### config.mk
export PLATFORM = sky130hd
export DESIGN_NAME = abd_bus_port
export DESIGN_NICKNAME = d
export VERILOG_FILES = /design/src/abd_pkg.sv /design/src/abd_bus_port.sv
export SDC_FILE = /design/constraint.sdc
export NUM_CORES = 1
export LEC_CHECK = 0
export BUFFER_PORTS_ARGS = -buffer_cell sky130_fd_sc_hd__buf_4
export CAP_MARGIN = 25
export CORE_ASPECT_RATIO = 1.4
export CORE_MARGIN = 2
export CORE_UTILIZATION = 46
export CTS_CLUSTER_DIAMETER = 200
export DETAILED_ROUTE_END_ITERATION = 10
export GPL_TIMING_DRIVEN = 0
export PLACE_DENSITY = 0.76
export SKIP_CTS_REPAIR_TIMING = 1
export SLEW_MARGIN = 20
export SYNTH_ARGS = -nofsm -noshare
export SYNTH_HDL_FRONTEND = slang
export SYNTH_SLANG_ARGS = --single-unit
### constraint.sdc
create_clock -name i_ref_clk -period 4.12 [get_ports i_ref_clk]
set_input_delay 0.824 -clock i_ref_clk [delete_from_list [all_inputs] [get_ports i_ref_clk]]
set_output_delay 0.824 -clock i_ref_clk [all_outputs]
set_load 0.05 [all_outputs]
### src/abd_pkg.sv
// shared constants and state encoding for the backplane bus port
// assumes a single 125 MHz clock; all bus pins are seen as active-high logic levels
package abd_pkg;

  // bus widths: address uses all lines, data only the low part
  localparam int ADDR_W = 22;
  localparam int DATA_W = 16;

  // clock period in picoseconds (125 MHz)
  localparam int CLK_PS = 8000;

  // master address setup before bus_sync, and hold of address after bus_sync
  localparam int ADDR_SETUP_NS = 150;
  localparam int ADDR_HOLD_NS = 100;
  // least times round up to whole cycles
  localparam int ADDR_SETUP_CYC = (ADDR_SETUP_NS * 1000 + CLK_PS - 1) / CLK_PS;
  localparam int ADDR_HOLD_CYC = (ADDR_HOLD_NS * 1000 + CLK_PS - 1) / CLK_PS;
  localparam int CNT_W = 5;

  // i/o page: the top address bits all set
  localparam int IO_PAGE_LSB = 13;
  // register decode: word registers, two of them per device
  localparam int REG_IDX_LSB = 1;
  localparam int REG_BASE_LSB = 2;

  // index of each synchronised control input inside the sync vector
  localparam int SY_SYNC = 0;
  localparam int SY_DIN = 1;
  localparam int SY_DOUT = 2;
  localparam int SY_RPLY = 3;
  localparam int SY_WTBT = 4;
  localparam int SY_BS7 = 5;
  localparam int SY_GRANT = 6;
  localparam int SY_IAK = 7;
  localparam int SY_INIT = 8;
  localparam int SY_IRQ = 9;
  localparam int SY_W = 13;

  // bus port sequencer states, one-hot
  typedef enum logic [9:0] {
    ST_IDLE = 10'h001,
    ST_SL_SEL = 10'h002,
    ST_SL_END = 10'h004,
    ST_IAK = 10'h008,
    ST_DMA_REQ = 10'h010,
    ST_DMA_GNT = 10'h020,
    ST_M_ADDR = 10'h040,
    ST_M_HOLD = 10'h080,
    ST_M_DATA = 10'h100,
    ST_M_TERM = 10'h200
  } abd_state_t;

endpackage

### src/abd_bus_port.sv
// device end of a multiplexed asynchronous backplane bus: slave, dma master, interrupter
// assumes bus pins arrive through receivers as active-high levels and leave through
// open-collector drivers; the testbench resolves wired lines from the output enables
//
// How it works
// - slave returns status, accepts commands
// - raise dma request when data must move
// - pass dma grant on unless requesting
// - on grant assert select ack, drop request
// - input transfers to tape, output from tape
// - release bus by dropping select ack
// - address with sync, page and write flags
// - input: strobe after address, slave replies
// - input ends: strobe, reply, then sync drop
// - output: data strobe with data, byte flag
// - output ends: reply, strobe, reply, sync drop
// - enabled event raises interrupt request line
// - pass acknowledge unless this device requests
// - defer while higher priority lines request
// - on acknowledge: drop request, reply, vector
// - strobe or acknowledge drop ends vector
// - bus initialize clears the device
// - 22-bit address, 16-bit data
// - data strobe without sync is acknowledge
// - level sets asserted and monitored lines
`timescale 1ns/1ps

module abd_bus_port #(
  parameter int NUM_REGS = 2 // word registers decoded by this device
) (
  input wire logic i_ref_clk,
  input wire logic i_rst_n,
  // backplane inputs (asynchronous)
  input wire logic [abd_pkg::ADDR_W-1:0] i_mux_addr_data_lines,
  input wire logic i_bus_sync,
  input wire logic i_data_in_strobe,
  input wire logic i_data_out_strobe,
  input wire logic i_slave_reply,
  input wire logic i_write_byte_flag,
  input wire logic i_io_page_select,
  input wire logic i_dma_grant_chain,
  input wire logic i_irq_ack_chain,
  input wire logic i_bus_initialize,
  input wire logic [3:0] i_irq_request_lines,
  // backplane outputs
  output logic [abd_pkg::ADDR_W-1:0] o_mux_addr_data_lines,
  output logic o_mux_addr_data_lines_oe,
  output logic o_bus_sync,
  output logic o_data_in_strobe,
  output logic o_data_out_strobe,
  output logic o_slave_reply,
  output logic o_write_byte_flag,
  output logic o_io_page_select,
  output logic o_dma_request_line,
  output logic o_select_acknowledge,
  output logic o_dma_grant_out,
  output logic o_irq_ack_out,
  output logic [3:0] o_irq_request_lines,
  // user side: configuration straps
  input wire logic [abd_pkg::ADDR_W-1:0] i_base_addr,
  input wire logic [abd_pkg::DATA_W-1:0] i_vector,
  input wire logic [1:0] i_irq_level,
  // user side: register access
  input wire logic [abd_pkg::DATA_W-1:0] i_reg_rdata,
  output logic [abd_pkg::REG_BASE_LSB-abd_pkg::REG_IDX_LSB-1:0] o_reg_idx,
  output logic o_reg_wr,
  output logic o_reg_byte,
  output logic [abd_pkg::DATA_W-1:0] o_reg_wdata,
  // user side: dma request
  input wire logic i_dma_start,
  input wire logic i_dma_to_mem,
  input wire logic i_dma_byte,
  input wire logic [abd_pkg::ADDR_W-1:0] i_dma_addr,
  input wire logic [abd_pkg::DATA_W-1:0] i_dma_wdata,
  output logic o_dma_busy,
  output logic o_dma_done,
  output logic [abd_pkg::DATA_W-1:0] o_dma_rdata,
  // user side: interrupt
  input wire logic i_irq_enable,
  input wire logic i_irq_event
);

  ////////////////////////////////////////////////////////////////////////////
  // input synchronisers

  logic [abd_pkg::SY_W-1:0] sy_meta; // first stage, read only by the second
  logic [abd_pkg::SY_W-1:0] sy; // usable control levels
  logic [abd_pkg::ADDR_W-1:0] dal_meta; // first stage of the data lines
  logic [abd_pkg::ADDR_W-1:0] dal; // usable data lines
  logic [abd_pkg::SY_W-1:0] sy_raw;

  assign sy_raw = {i_irq_request_lines, i_bus_initialize, i_irq_ack_chain, i_dma_grant_chain,
                   i_io_page_select, i_write_byte_flag, i_slave_reply, i_data_out_strobe,
                   i_data_in_strobe, i_bus_sync};

  // two flops per pin; data lines settle before the strobes they ride with
  always_ff @(posedge i_ref_clk)
  begin
    sy_meta <= sy_raw;
    sy <= sy_meta;
    dal_meta <= i_mux_addr_data_lines;
    dal <= dal_meta;
  end

  logic s_sync, s_din, s_dout, s_rply, s_grant, s_iak, s_init, s_bs7, s_wtbt;
  logic [3:0] s_irq;
  assign s_sync = sy[abd_pkg::SY_SYNC];
  assign s_din = sy[abd_pkg::SY_DIN];
  assign s_dout = sy[abd_pkg::SY_DOUT];
  assign s_rply = sy[abd_pkg::SY_RPLY];
  assign s_wtbt = sy[abd_pkg::SY_WTBT];
  assign s_bs7 = sy[abd_pkg::SY_BS7];
  assign s_grant = sy[abd_pkg::SY_GRANT];
  assign s_iak = sy[abd_pkg::SY_IAK];
  assign s_init = sy[abd_pkg::SY_INIT];
  assign s_irq = sy[abd_pkg::SY_IRQ +: 4];

  // bus initialize acts like the local reset
  logic clr;
  assign clr = !i_rst_n || s_init;

  ////////////////////////////////////////////////////////////////////////////
  // interrupt priority mapping

  logic [3:0] irq_drive; // lines asserted at the chosen level
  logic [3:0] irq_watch; // higher lines that block the claim
  always_comb
  begin
    case (i_irq_level)
      2'h0:
      begin
        irq_drive = 4'h1;
        irq_watch = 4'h6;
      end
      2'h1:
      begin
        irq_drive = 4'h3;
        irq_watch = 4'h4;
      end
      2'h2:
      begin
        irq_drive = 4'h5;
        irq_watch = 4'h8;
      end
      default:
      begin
        irq_drive = 4'hd;
        irq_watch = 4'h0;
      end
    endcase
  end

  ////////////////////////////////////////////////////////////////////////////
  // sequencer state

  abd_pkg::abd_state_t state, next_state;
  logic [abd_pkg::CNT_W-1:0] cnt, next_cnt; // setup and hold timer
  logic sync_prev, next_sync_prev; // edge detect on synchronised sync
  logic irq_pend, next_irq_pend; // interrupt waiting for service
  logic dma_pend, next_dma_pend; // dma transfer waiting
  logic dma_dir, next_dma_dir; // 1: store to memory
  logic dma_byte, next_dma_byte;
  logic [abd_pkg::ADDR_W-1:0] dma_addr, next_dma_addr;
  logic [abd_pkg::DATA_W-1:0] dma_wdata, next_dma_wdata;
  logic [abd_pkg::DATA_W-1:0] dma_rdata, next_dma_rdata;
  logic dma_done, next_dma_done;
  logic [abd_pkg::ADDR_W-1:0] lat_addr, next_lat_addr; // latched slave address
  logic [abd_pkg::ADDR_W-1:0] dal_out, next_dal_out;
  logic dal_oe, next_dal_oe;
  logic sync_o, next_sync_o, din_o, next_din_o, dout_o, next_dout_o;
  logic wtbt_o, next_wtbt_o, bs7_o, next_bs7_o, rply_o, next_rply_o;
  logic dmr_o, next_dmr_o, select_ack_short_o, next_select_ack_short_o;
  logic reg_wr, next_reg_wr, reg_byte, next_reg_byte;
  logic [abd_pkg::DATA_W-1:0] reg_wdata, next_reg_wdata;

  // own registers: i/o page address whose upper bits match the base
  logic addr_hit;
  assign addr_hit = s_bs7 && (dal[abd_pkg::ADDR_W-1:abd_pkg::REG_BASE_LSB]
                    == i_base_addr[abd_pkg::ADDR_W-1:abd_pkg::REG_BASE_LSB]);
  logic io_page;
  // from the job latched at start, so a new start cannot change the page flag mid-cycle
  assign io_page = &dma_addr[abd_pkg::ADDR_W-1:abd_pkg::IO_PAGE_LSB];

  // next-state logic for the whole bus port
  always_comb
  begin
    next_state = state;
    next_cnt = cnt;
    next_sync_prev = s_sync;
    next_irq_pend = irq_pend;
    next_dma_pend = dma_pend;
    next_dma_dir = dma_dir;
    next_dma_byte = dma_byte;
    next_dma_addr = dma_addr;
    next_dma_wdata = dma_wdata;
    next_dma_rdata = dma_rdata;
    next_dma_done = 1'b0;
    next_lat_addr = lat_addr;
    next_dal_out = dal_out;
    next_dal_oe = dal_oe;
    next_sync_o = sync_o;
    next_din_o = din_o;
    next_dout_o = dout_o;
    next_wtbt_o = wtbt_o;
    next_bs7_o = bs7_o;
    next_rply_o = rply_o;
    next_dmr_o = dmr_o;
    next_select_ack_short_o = select_ack_short_o;
    next_reg_wr = 1'b0;
    next_reg_byte = reg_byte;
    next_reg_wdata = reg_wdata;
    // accept a new dma job only while none is queued
    if (i_dma_start && !dma_pend)
    begin
      next_dma_pend = 1'b1;
      next_dma_dir = i_dma_to_mem;
      next_dma_byte = i_dma_byte;
      next_dma_addr = i_dma_addr;
      next_dma_wdata = i_dma_wdata;
    end
    // interrupt drops when disabled; an event while enabled wins over the claim
    if (!i_irq_enable)
      next_irq_pend = 1'b0;
    case (state)
      abd_pkg::ST_IDLE:
      begin
        if (s_sync && !sync_prev && addr_hit)
        begin
          next_lat_addr = dal;
          next_state = abd_pkg::ST_SL_SEL;
        end
        else if (s_din && !s_sync && s_iak && irq_pend && !(|(s_irq & irq_watch)))
        begin
          next_irq_pend = 1'b0;
          next_rply_o = 1'b1;
          next_dal_out = {{(abd_pkg::ADDR_W-abd_pkg::DATA_W){1'b0}}, i_vector};
          next_dal_oe = 1'b1;
          next_state = abd_pkg::ST_IAK;
        end
        else if (dma_pend && !s_sync)
        begin
          next_dmr_o = 1'b1;
          next_state = abd_pkg::ST_DMA_REQ;
        end
      end
      abd_pkg::ST_SL_SEL:
      begin
        // address gone, wait for the strobe that decides direction
        if (!s_sync)
          next_state = abd_pkg::ST_IDLE;
        else if (s_din)
        begin
          next_dal_out = {{(abd_pkg::ADDR_W-abd_pkg::DATA_W){1'b0}}, i_reg_rdata};
          next_dal_oe = 1'b1;
          next_rply_o = 1'b1;
          next_state = abd_pkg::ST_SL_END;
        end
        else if (s_dout)
        begin
          next_reg_wdata = dal[abd_pkg::DATA_W-1:0];
          next_reg_byte = s_wtbt;
          next_reg_wr = 1'b1;
          next_rply_o = 1'b1;
          next_state = abd_pkg::ST_SL_END;
        end
      end
      abd_pkg::ST_SL_END:
      begin
        // master dropped its strobe: remove reply and data
        if (!s_din && !s_dout)
        begin
          next_rply_o = 1'b0;
          next_dal_oe = 1'b0;
          next_state = abd_pkg::ST_IDLE;
        end
      end
      abd_pkg::ST_IAK:
      begin
        if (!s_din || !s_iak)
        begin
          next_rply_o = 1'b0;
          next_dal_oe = 1'b0;
          next_state = abd_pkg::ST_IDLE;
        end
      end
      abd_pkg::ST_DMA_REQ:
      begin
        // processor finishes its cycle before granting
        if (s_grant)
        begin
          next_select_ack_short_o = 1'b1;
          next_dmr_o = 1'b0;
          next_state = abd_pkg::ST_DMA_GNT;
        end
      end
      abd_pkg::ST_DMA_GNT:
      begin
        // master once grant negated and the previous cycle is over
        if (!s_grant && !s_sync && !s_rply)
        begin
          next_dal_out = dma_addr;
          next_dal_oe = 1'b1;
          next_bs7_o = io_page;
          next_wtbt_o = dma_dir;
          next_cnt = abd_pkg::CNT_W'(abd_pkg::ADDR_SETUP_CYC);
          next_state = abd_pkg::ST_M_ADDR;
        end
      end
      abd_pkg::ST_M_ADDR:
      begin
        if (cnt <= abd_pkg::CNT_W'(1))
        begin
          next_sync_o = 1'b1;
          next_cnt = abd_pkg::CNT_W'(abd_pkg::ADDR_HOLD_CYC);
          next_state = abd_pkg::ST_M_HOLD;
        end
        else
          next_cnt = cnt - abd_pkg::CNT_W'(1);
      end
      abd_pkg::ST_M_HOLD:
      begin
        if (cnt <= abd_pkg::CNT_W'(1))
        begin
          next_bs7_o = 1'b0;
          if (dma_dir)
          begin
            next_dal_out = {{(abd_pkg::ADDR_W-abd_pkg::DATA_W){1'b0}}, dma_wdata};
            next_dout_o = 1'b1;
            next_wtbt_o = dma_byte;
          end
          else
          begin
            next_dal_oe = 1'b0;
            next_din_o = 1'b1;
            next_wtbt_o = 1'b0;
          end
          next_state = abd_pkg::ST_M_DATA;
        end
        else
          next_cnt = cnt - abd_pkg::CNT_W'(1);
      end
      abd_pkg::ST_M_DATA:
      begin
        if (s_rply)
        begin
          if (!dma_dir)
            next_dma_rdata = dal[abd_pkg::DATA_W-1:0];
          next_din_o = 1'b0;
          next_dout_o = 1'b0;
          next_wtbt_o = 1'b0;
          next_dal_oe = 1'b0;
          next_state = abd_pkg::ST_M_TERM;
        end
      end
      abd_pkg::ST_M_TERM:
      begin
        if (!s_rply)
        begin
          next_sync_o = 1'b0;
          next_select_ack_short_o = 1'b0;
          next_dma_pend = 1'b0;
          next_dma_done = 1'b1;
          next_state = abd_pkg::ST_IDLE;
        end
      end
      default:
        next_state = abd_pkg::ST_IDLE;
    endcase
    if (i_irq_enable && i_irq_event)
      next_irq_pend = 1'b1;
  end

  // state registers; initialize from the bus clears everything
  always_ff @(posedge i_ref_clk)
  begin
    if (clr)
    begin
      state <= abd_pkg::ST_IDLE;
      cnt <= '0;
      sync_prev <= 1'b0;
      irq_pend <= 1'b0;
      dma_pend <= 1'b0;
      dma_dir <= 1'b0;
      dma_byte <= 1'b0;
      dma_addr <= '0;
      dma_wdata <= '0;
      dma_rdata <= '0;
      dma_done <= 1'b0;
      lat_addr <= '0;
      dal_out <= '0;
      dal_oe <= 1'b0;
      sync_o <= 1'b0;
      din_o <= 1'b0;
      dout_o <= 1'b0;
      wtbt_o <= 1'b0;
      bs7_o <= 1'b0;
      rply_o <= 1'b0;
      dmr_o <= 1'b0;
      select_ack_short_o <= 1'b0;
      reg_wr <= 1'b0;
      reg_byte <= 1'b0;
      reg_wdata <= '0;
    end
    else
    begin
      state <= next_state;
      cnt <= next_cnt;
      sync_prev <= next_sync_prev;
      irq_pend <= next_irq_pend;
      dma_pend <= next_dma_pend;
      dma_dir <= next_dma_dir;
      dma_byte <= next_dma_byte;
      dma_addr <= next_dma_addr;
      dma_wdata <= next_dma_wdata;
      dma_rdata <= next_dma_rdata;
      dma_done <= next_dma_done;
      lat_addr <= next_lat_addr;
      dal_out <= next_dal_out;
      dal_oe <= next_dal_oe;
      sync_o <= next_sync_o;
      din_o <= next_din_o;
      dout_o <= next_dout_o;
      wtbt_o <= next_wtbt_o;
      bs7_o <= next_bs7_o;
      rply_o <= next_rply_o;
      dmr_o <= next_dmr_o;
      select_ack_short_o <= next_select_ack_short_o;
      reg_wr <= next_reg_wr;
      reg_byte <= next_reg_byte;
      reg_wdata <= next_reg_wdata;
    end
  end

  ////////////////////////////////////////////////////////////////////////////
  // outputs

  assign o_mux_addr_data_lines = dal_out;
  assign o_mux_addr_data_lines_oe = dal_oe;
  assign o_bus_sync = sync_o;
  assign o_data_in_strobe = din_o;
  assign o_data_out_strobe = dout_o;
  assign o_slave_reply = rply_o;
  assign o_write_byte_flag = wtbt_o;
  assign o_io_page_select = bs7_o;
  assign o_dma_request_line = dmr_o;
  assign o_select_acknowledge = select_ack_short_o;
  // chains pass on unless this device holds a request of its own
  assign o_dma_grant_out = s_grant && !dma_pend;
  assign o_irq_ack_out = s_iak && !irq_pend && (state != abd_pkg::ST_IAK);
  assign o_irq_request_lines = irq_pend ? irq_drive : 4'h0;
  assign o_reg_idx = lat_addr[abd_pkg::REG_BASE_LSB-1:abd_pkg::REG_IDX_LSB];
  assign o_reg_wr = reg_wr;
  assign o_reg_byte = reg_byte;
  assign o_reg_wdata = reg_wdata;
  assign o_dma_busy = dma_pend;
  assign o_dma_done = dma_done;
  assign o_dma_rdata = dma_rdata;
endmodule // abd_bus_port

==> results.cfg, run 1 <==
[grt]
grt_pass1_wl_um = 31300
grt_overflow = 0
antenna_found_initial = 0
grt_max_degree = 23
grt_util_all_layers_pct = 24.4
grt_pass1_vias = 6372

[layout]
final_common_cell = nand2_1
areaGrowthSynthToFinish_pct = 33.5
finalNetCount = 1178
drive_gt1_share_pct = 24.6
antennaDiodeCount = 0
layoutNonFillerInstCount = 1249
final_cell_mix = nand2_1 (209), buf_4 (207), dfxtp_1 (193)
nFillCells = 1314

[critical_path]
critPathRequiredTime_ps = 3300
path_class = register to output port
cp.arrival_ps = 2350
path_max_fanout = 9
max_stage_delay_ps = 700
crit_chain = clkbuf_1 -> nor3_1 -> nand3_1 -> nor2_1 -> nor3b_1 -> buf_4
critPathLaunchType = register
slowest_stage = nor3_1
critPathCaptureType = output port

[power]
power_switching_mw = 0.992
ir_drop_mv = 0.580
p_leak_nw = 3.90
powerDensity_mw_per_mm2 = 404
switching_share_pct = 25.6
pwr-share-seq_pct = 50.1
power_mw = 3.88
comb_power_share_pct = 6.8
internal-power_mw = 2.89
pwr-share-clk_pct = 43.1

[sta]
finalCritPeriodShare_pct = 77.1
finalHoldViolations = 0
max-slew-margin-rel_pct = 38.3
clock_skew_ps = 11.0
drv_slew = 0
setup_viol = 0
rsz0062_at_grt = false
worst_slew_pin_slew_ps = 919
period_needed_ps = 3180
tns_ps = 0
fmax_mhz = 315

[cts]
cts_tree = done
clk_latency_ps = 440
cts.sinks = 193
clk_pin_slew_ps = 70
cts-root-buf = clkbuf_16
cts_buffer_depth = 2
htreeDepth = 4
numCtsBuffers = 17

[floorplanning]
rows = 54
dieArea_mm2 = 0.0167
core-area_mm2 = 0.0155
ios = 210
initial_core_util_pct = 46.5
die_w_um = 110
die_y_um = 152

[logic_synthesis]
synthTopCellsByArea = dfxtp_1 (54%), nand2_1 (11%), a21oi_1 (6.4%)
synth-seq-cells = 193
yosysWarnings = 0
synth_xor_area_share_pct = 3.04
synthMuxAreaShare_pct = 3.63
synthCells = 815
yosys.area.top_type = dfxtp_1
synth_top_family_by_area = simple AND/OR/NAND/NOR gates
synth_top_area_share_pct = 53.7
netlist-cell-type-count = 57
ys.flop_type = dfxtp_1
yosysSeqAreaShare_pct = 53.7
synth_fa_ha_area_share_pct = 0.348
async_flop_share_pct = 0
synth_nets = 953
synth.avg_cell_area_um2 = 8.83
synth_compound_area_share_pct = 13.7
synth-simple-area-share_pct = 20.8
synth_edf_count = 0
synth_area_mm2 = 0.00720

[route]
wl_per_cell_um = 16.2
first_pass_iters = 6
num_vias = 6522
viasPerCell = 5.22
ant_nets = 0
route.detailed.drc = 0
wl_um = 20200
drt_iter0_drc = 411

[worst_hold_path]
hp-class = register to register

[place]
dpl.cell_count = 1217
dp_hpwl_um = 15400
port_buffers = 206
place.gp.congestion = 0.956

[run_status]
outcome = completed

[job]
maxCapViolations = 0
-- final timing paths --
path	from	end	slack (ps)	cells past startpoint
worst max-delay path	state[9]	o_irq_ack_out	940	6
worst min-delay path	sy_meta[7]	sy[7]	320	0
worst max register to register	state[9]	o_dma_rdata[8]	980	7
worst min register to register	sy_meta[7]	sy[7]	320	0
-- area by class of cell --
type                            count  area (um2)  share of cell area [%]
Sequential cell                   193        3860                    40.2
Multi-Input combinational cell    546        2990                    31.1
Timing Repair Buffer              206        1550                    16.1
Clock buffer                       17         425                    4.43
Buffer                             51         249                    2.59
Tap cell                          196         245                    2.55
Clock inverter                     15         196                    2.04
Inverter                           25        93.8                   0.977
-- metrics by stage --
| stage | setup WS, ps | cell area (um2) | util (%) | hold WS [ps] |
|---|---|---|---|---|
| after global routing | 882 | 9610 | 62.1 | 328 |
| final | 942 | 9610 | 62.1 | 323 |
| after CTS | 995 | 9610 | 62.1 | 324 |
| after global placement | 1080 | 8990 | 58.1 | 310 |
| after floorplan | 1320 | 7200 | - | 310 |
| after detailed placement | 1060 | 8990 | 58.1 | 312 |
-- cells by family (layout without fill, tap and decap cells) --
family	count (synthesis)	after routing
AO/OA/AOI/OAI	163	163
adder cells (fa/ha/maj)	2	2
flip-flops	193	193
buffers and inverters	76	314
AND/OR/NAND/NOR	330	330
XOR/XNOR	25	25
multiplexers	26	26
-- state kept, by name (all words and copies together) (netlist names), 5 cells and up --
register,cells
dma_addr,22
sy_meta,12
dma_wdata,16
cnt,5
dal_meta,22
state,10
dal,22
sy,12
o_reg_wdata,16
o_mux_addr_data_lines,22
o_dma_rdata,16
-- per-layer routing --
metal | global-route usage (%) | up-vias | part of all wire [%]
met5 | 0 | - | 0
met4 | 11.3 | 0 | 3.6
met3 | 6.95 | 48 | 7.8
met2 | 42.1 | 251 | 50
met1 | 27.2 | 2998 | 38
li1 | - | 3225 | -
-- synth_stat cells (all sizes together) (3+ instances only) --
cell and number:
or2 3, a211oi 3, and3 3, a31oi 4, nor2b 5, xnor2 3
nor4 9, nand2 209, nor3 10, or3 5, mux2i 25, inv 25
a21oi 92, o211ai 3, o21ai 23, o211a 3, xor2 22, or4 3
a222oi 16, buf 11, and4b 3, and4 4, dfxtp 193, clkbuf 40
nor2 29, o31ai 3, nand3 17, nand4 11, nand2b 8, o21bai 4
and2 3
-- power by group through the flow --
stage	Combinational (mW)	Sequential [mW]	Clock (mW)
after floorplan	0.113	1.99	0
after global placement	0.263	1.99	0
after detailed placement	0.265	1.99	0
after CTS	0.266	1.94	1.70
after global routing	0.289	1.95	1.78
final	0.266	1.94	1.67
-- critical path, delay by kind of cell, from the launching register on --
family,cells,cell delay [ps]
and+or+nand+nor,4,1250
buffers and inverters,2,370
DFF,1,300
Power figures use the tool's default switching activity.
==> inputs of run 2 (changes only) <==
- ABC_AREA: not set -> 1
- clock period: 4.12 -> 3 ns (I/O delays scaled with it)
==> run 2 against run 1 <==
Largest power group is now combinational cells. Setup slack worse by 150 ps. Sequential share of layout area is 1.7 points lower. First-iteration DRC count is 3.6% higher. Register-to-register slack worse by 190 ps. Highest routed layer unchanged.
==> results.cfg, run 2 <==
[cts]
clk_latency_ps = 430
clk_pin_slew_ps = 80
htreeDepth = 4
cts.sinks = 193
cts-root-buf = clkbuf_16
cts_tree = done
numCtsBuffers = 17
cts_buffer_depth = 2

[power]
comb_power_share_pct = 36.9
p_leak_nw = 4.72
ir_drop_mv = 0.785
pwr-share-clk_pct = 28.8
powerDensity_mw_per_mm2 = 856
pwr-share-seq_pct = 34.3
power_switching_mw = 3.37
switching_share_pct = 39.3
internal-power_mw = 5.22

[place]
port_buffers = 206
dpl.cell_count = 1439
place.gp.congestion = 0.874
dp_hpwl_um = 17000

[layout]
areaGrowthSynthToFinish_pct = 32.5
drive_gt1_share_pct = 21.3
nFillCells = 1514
layoutNonFillerInstCount = 1471
final_common_cell = nor2_1
seqCellArea_mm2 = 0.00386
antennaDiodeCount = 0
finalNetCount = 1397
final_cell_mix = nor2_1 (221), buf_4 (210), dfxtp_1 (193)
multi_input_area_mm2 = 0.00298

[grt]
grt_pass1_vias = 7087
grt_util_all_layers_pct = 24.9
grt_pass1_wl_um = 33900
grt_max_degree = 21
antenna_found_initial = 0
grt_overflow = 0

[logic_synthesis]
synth-seq-cells = 193
yosysMostFrequentCell = nor2_1
synth_nets = 1172
synthTopCellsByArea = dfxtp_1 (51%), nor2_1 (11%), nand2_1 (9.0%)
async_flop_share_pct = 0
yosys.area.top_type = dfxtp_1
synth_area_mm2 = 0.00758
synth_common_cells = nor2_1 (221), dfxtp_1 (193), nand2_1 (182)
synth_edf_count = 0
synthCells = 1034
synth_top_area_share_pct = 51.0
yosysSeqAreaShare_pct = 51.0
ys.flop_type = dfxtp_1
synth.avg_cell_area_um2 = 7.33
yosysWarnings = 0
netlist-cell-type-count = 32

[critical_path]
worst-path-buf-inv = 2
path_max_fanout = 10
slowest_stage = clkbuf_1
r2r_cells = 11
critPathRequiredTime_ps = 3330
critPathCaptureType = register
worst-path-stages = 11
crit_chain = nor2_4 -> nand2_2 -> nor2_1 -> nand2_1 -> buf_2 -> clkbuf_1 -> o211ai_1 -> nor2_1 -> nand3_1 -> nand2_1 -> nor2_1
cp_top_family = simple AND/OR/NAND/NOR gates
cp.arrival_ps = 2540
crit_top_cell = nor2_1
critPathLaunchType = register
path_class = register to register
max_stage_delay_ps = 430

[sta]
max-slew-margin-rel_pct = 57.3
finalCritPeriodShare_pct = 73.5
fmax_mhz = 453
worst_slew_pin_slew_ps = 640
setup_viol = 0
clock_skew_ps = 11.1
tns_ps = 0
period_needed_ps = 2210
drv_slew = 0
finalHoldViolations = 0
rsz0062_at_grt = false

[floorplanning]
core-area_mm2 = 0.0162
die_y_um = 156
dieArea_mm2 = 0.0175
ios = 210
die_w_um = 112
rows = 55
initial_core_util_pct = 46.9

[route]
first_pass_iters = 5
wl_um = 21900
drt_iter0_drc = 426
route.detailed.drc = 0
num_vias = 7228
viasPerCell = 4.91
ant_nets = 0
wl_per_cell_um = 14.9

[job]
maxCapViolations = 0

[run_status]
outcome = completed

[worst_hold_path]
holdPathStages = 1
hp-class = input port to register
[run 2: cell count changes in the layout (fill, tap and decap cells not counted), moves of 16 or more]
| cell | change |
|---|---|
| nand3_1 | +26 |
| a222oi_1 | -16 |
| o21ai_0 | +46 |
| nor2_1 | +192 |
| inv_1 | +113 |
| mux2i_1 | -25 |
| nand2_1 | -27 |
| xor2_1 | -21 |
| a21oi_1 | -32 |
[run 2: layout make-up]
cell class                      instances  share of cell area (%)
Clock buffer                           17                    4.24
Inverter                              146                    5.46
Multi-Input combinational cell        656                    29.7
Timing Repair Buffer                  206                    15.4
Clock inverter                         15                    2.44
Buffer                                 39                    1.83
Tap cell                              199                    2.48
Sequential cell                       193                    38.5
[run 2: worst register-to-register path: cells and delay by family (launching register included)]
kind | cells | cell delay (ps)
AND/OR/NAND/NOR | 8 | 830
AO/OA/AOI/OAI | 1 | 170
buffers and inverters | 2 | 690
flip-flops | 1 | 420
[run 2: per-stage QoR]
step                      util, %  total power [mW]  worst slack (ps)  instance area [um2]  hold slack (ps)
after CTS                    62.1              8.64               788                10000              247
after global routing         62.1              9.10               660                10000              235
after detailed placement     58.0              6.17               548                 9370              312
after floorplan                 -              5.28               703                 7580              310
final                        62.1              8.60               794                10000              262
after global placement       58.0              6.11               517                 9370              310
[run 2: power by group through the flow]
stage	Combinational, mW	Sequential, mW	Clock (mW)
after floorplan	1.85	3.43	0
after global placement	3.11	3.00	0
after detailed placement	3.16	3.01	0
after CTS	3.17	2.95	2.52
after global routing	3.49	2.98	2.63
final	3.17	2.95	2.47
[run 2: path summary, 6_finish.rpt]
check	endpoint	slack, ps	start
worst max-delay path	o_mux_addr_data_lines[8]	790	state[2]
worst min-delay path	dal_meta[1]	260	i_mux_addr_data_lines[1]
worst max register to register	o_mux_addr_data_lines[8]	790	state[2]
worst min register to register	dal[6]	330	dal_meta[6]
[run 2: kinds of logic after synthesis]
family | synth area share [%]
XOR/XNOR | 0.578
adder cells (fa/ha/maj) | 0.330
AO/OA/AOI/OAI | 12.3
AND/OR/NAND/NOR | 26.1
buffers and inverters | 9.66
flip-flops | 51.0
[run 2: per-layer routing]
| layer | part of all wire (%) | global-route usage (%) |
|---|---|---|
| met1 | 38 | 25.5 |
| met2 | 51 | 46.3 |
| met3 | 7.4 | 6.53 |
| met4 | 3.8 | 12.8 |
| met5 | 0 | 0 |
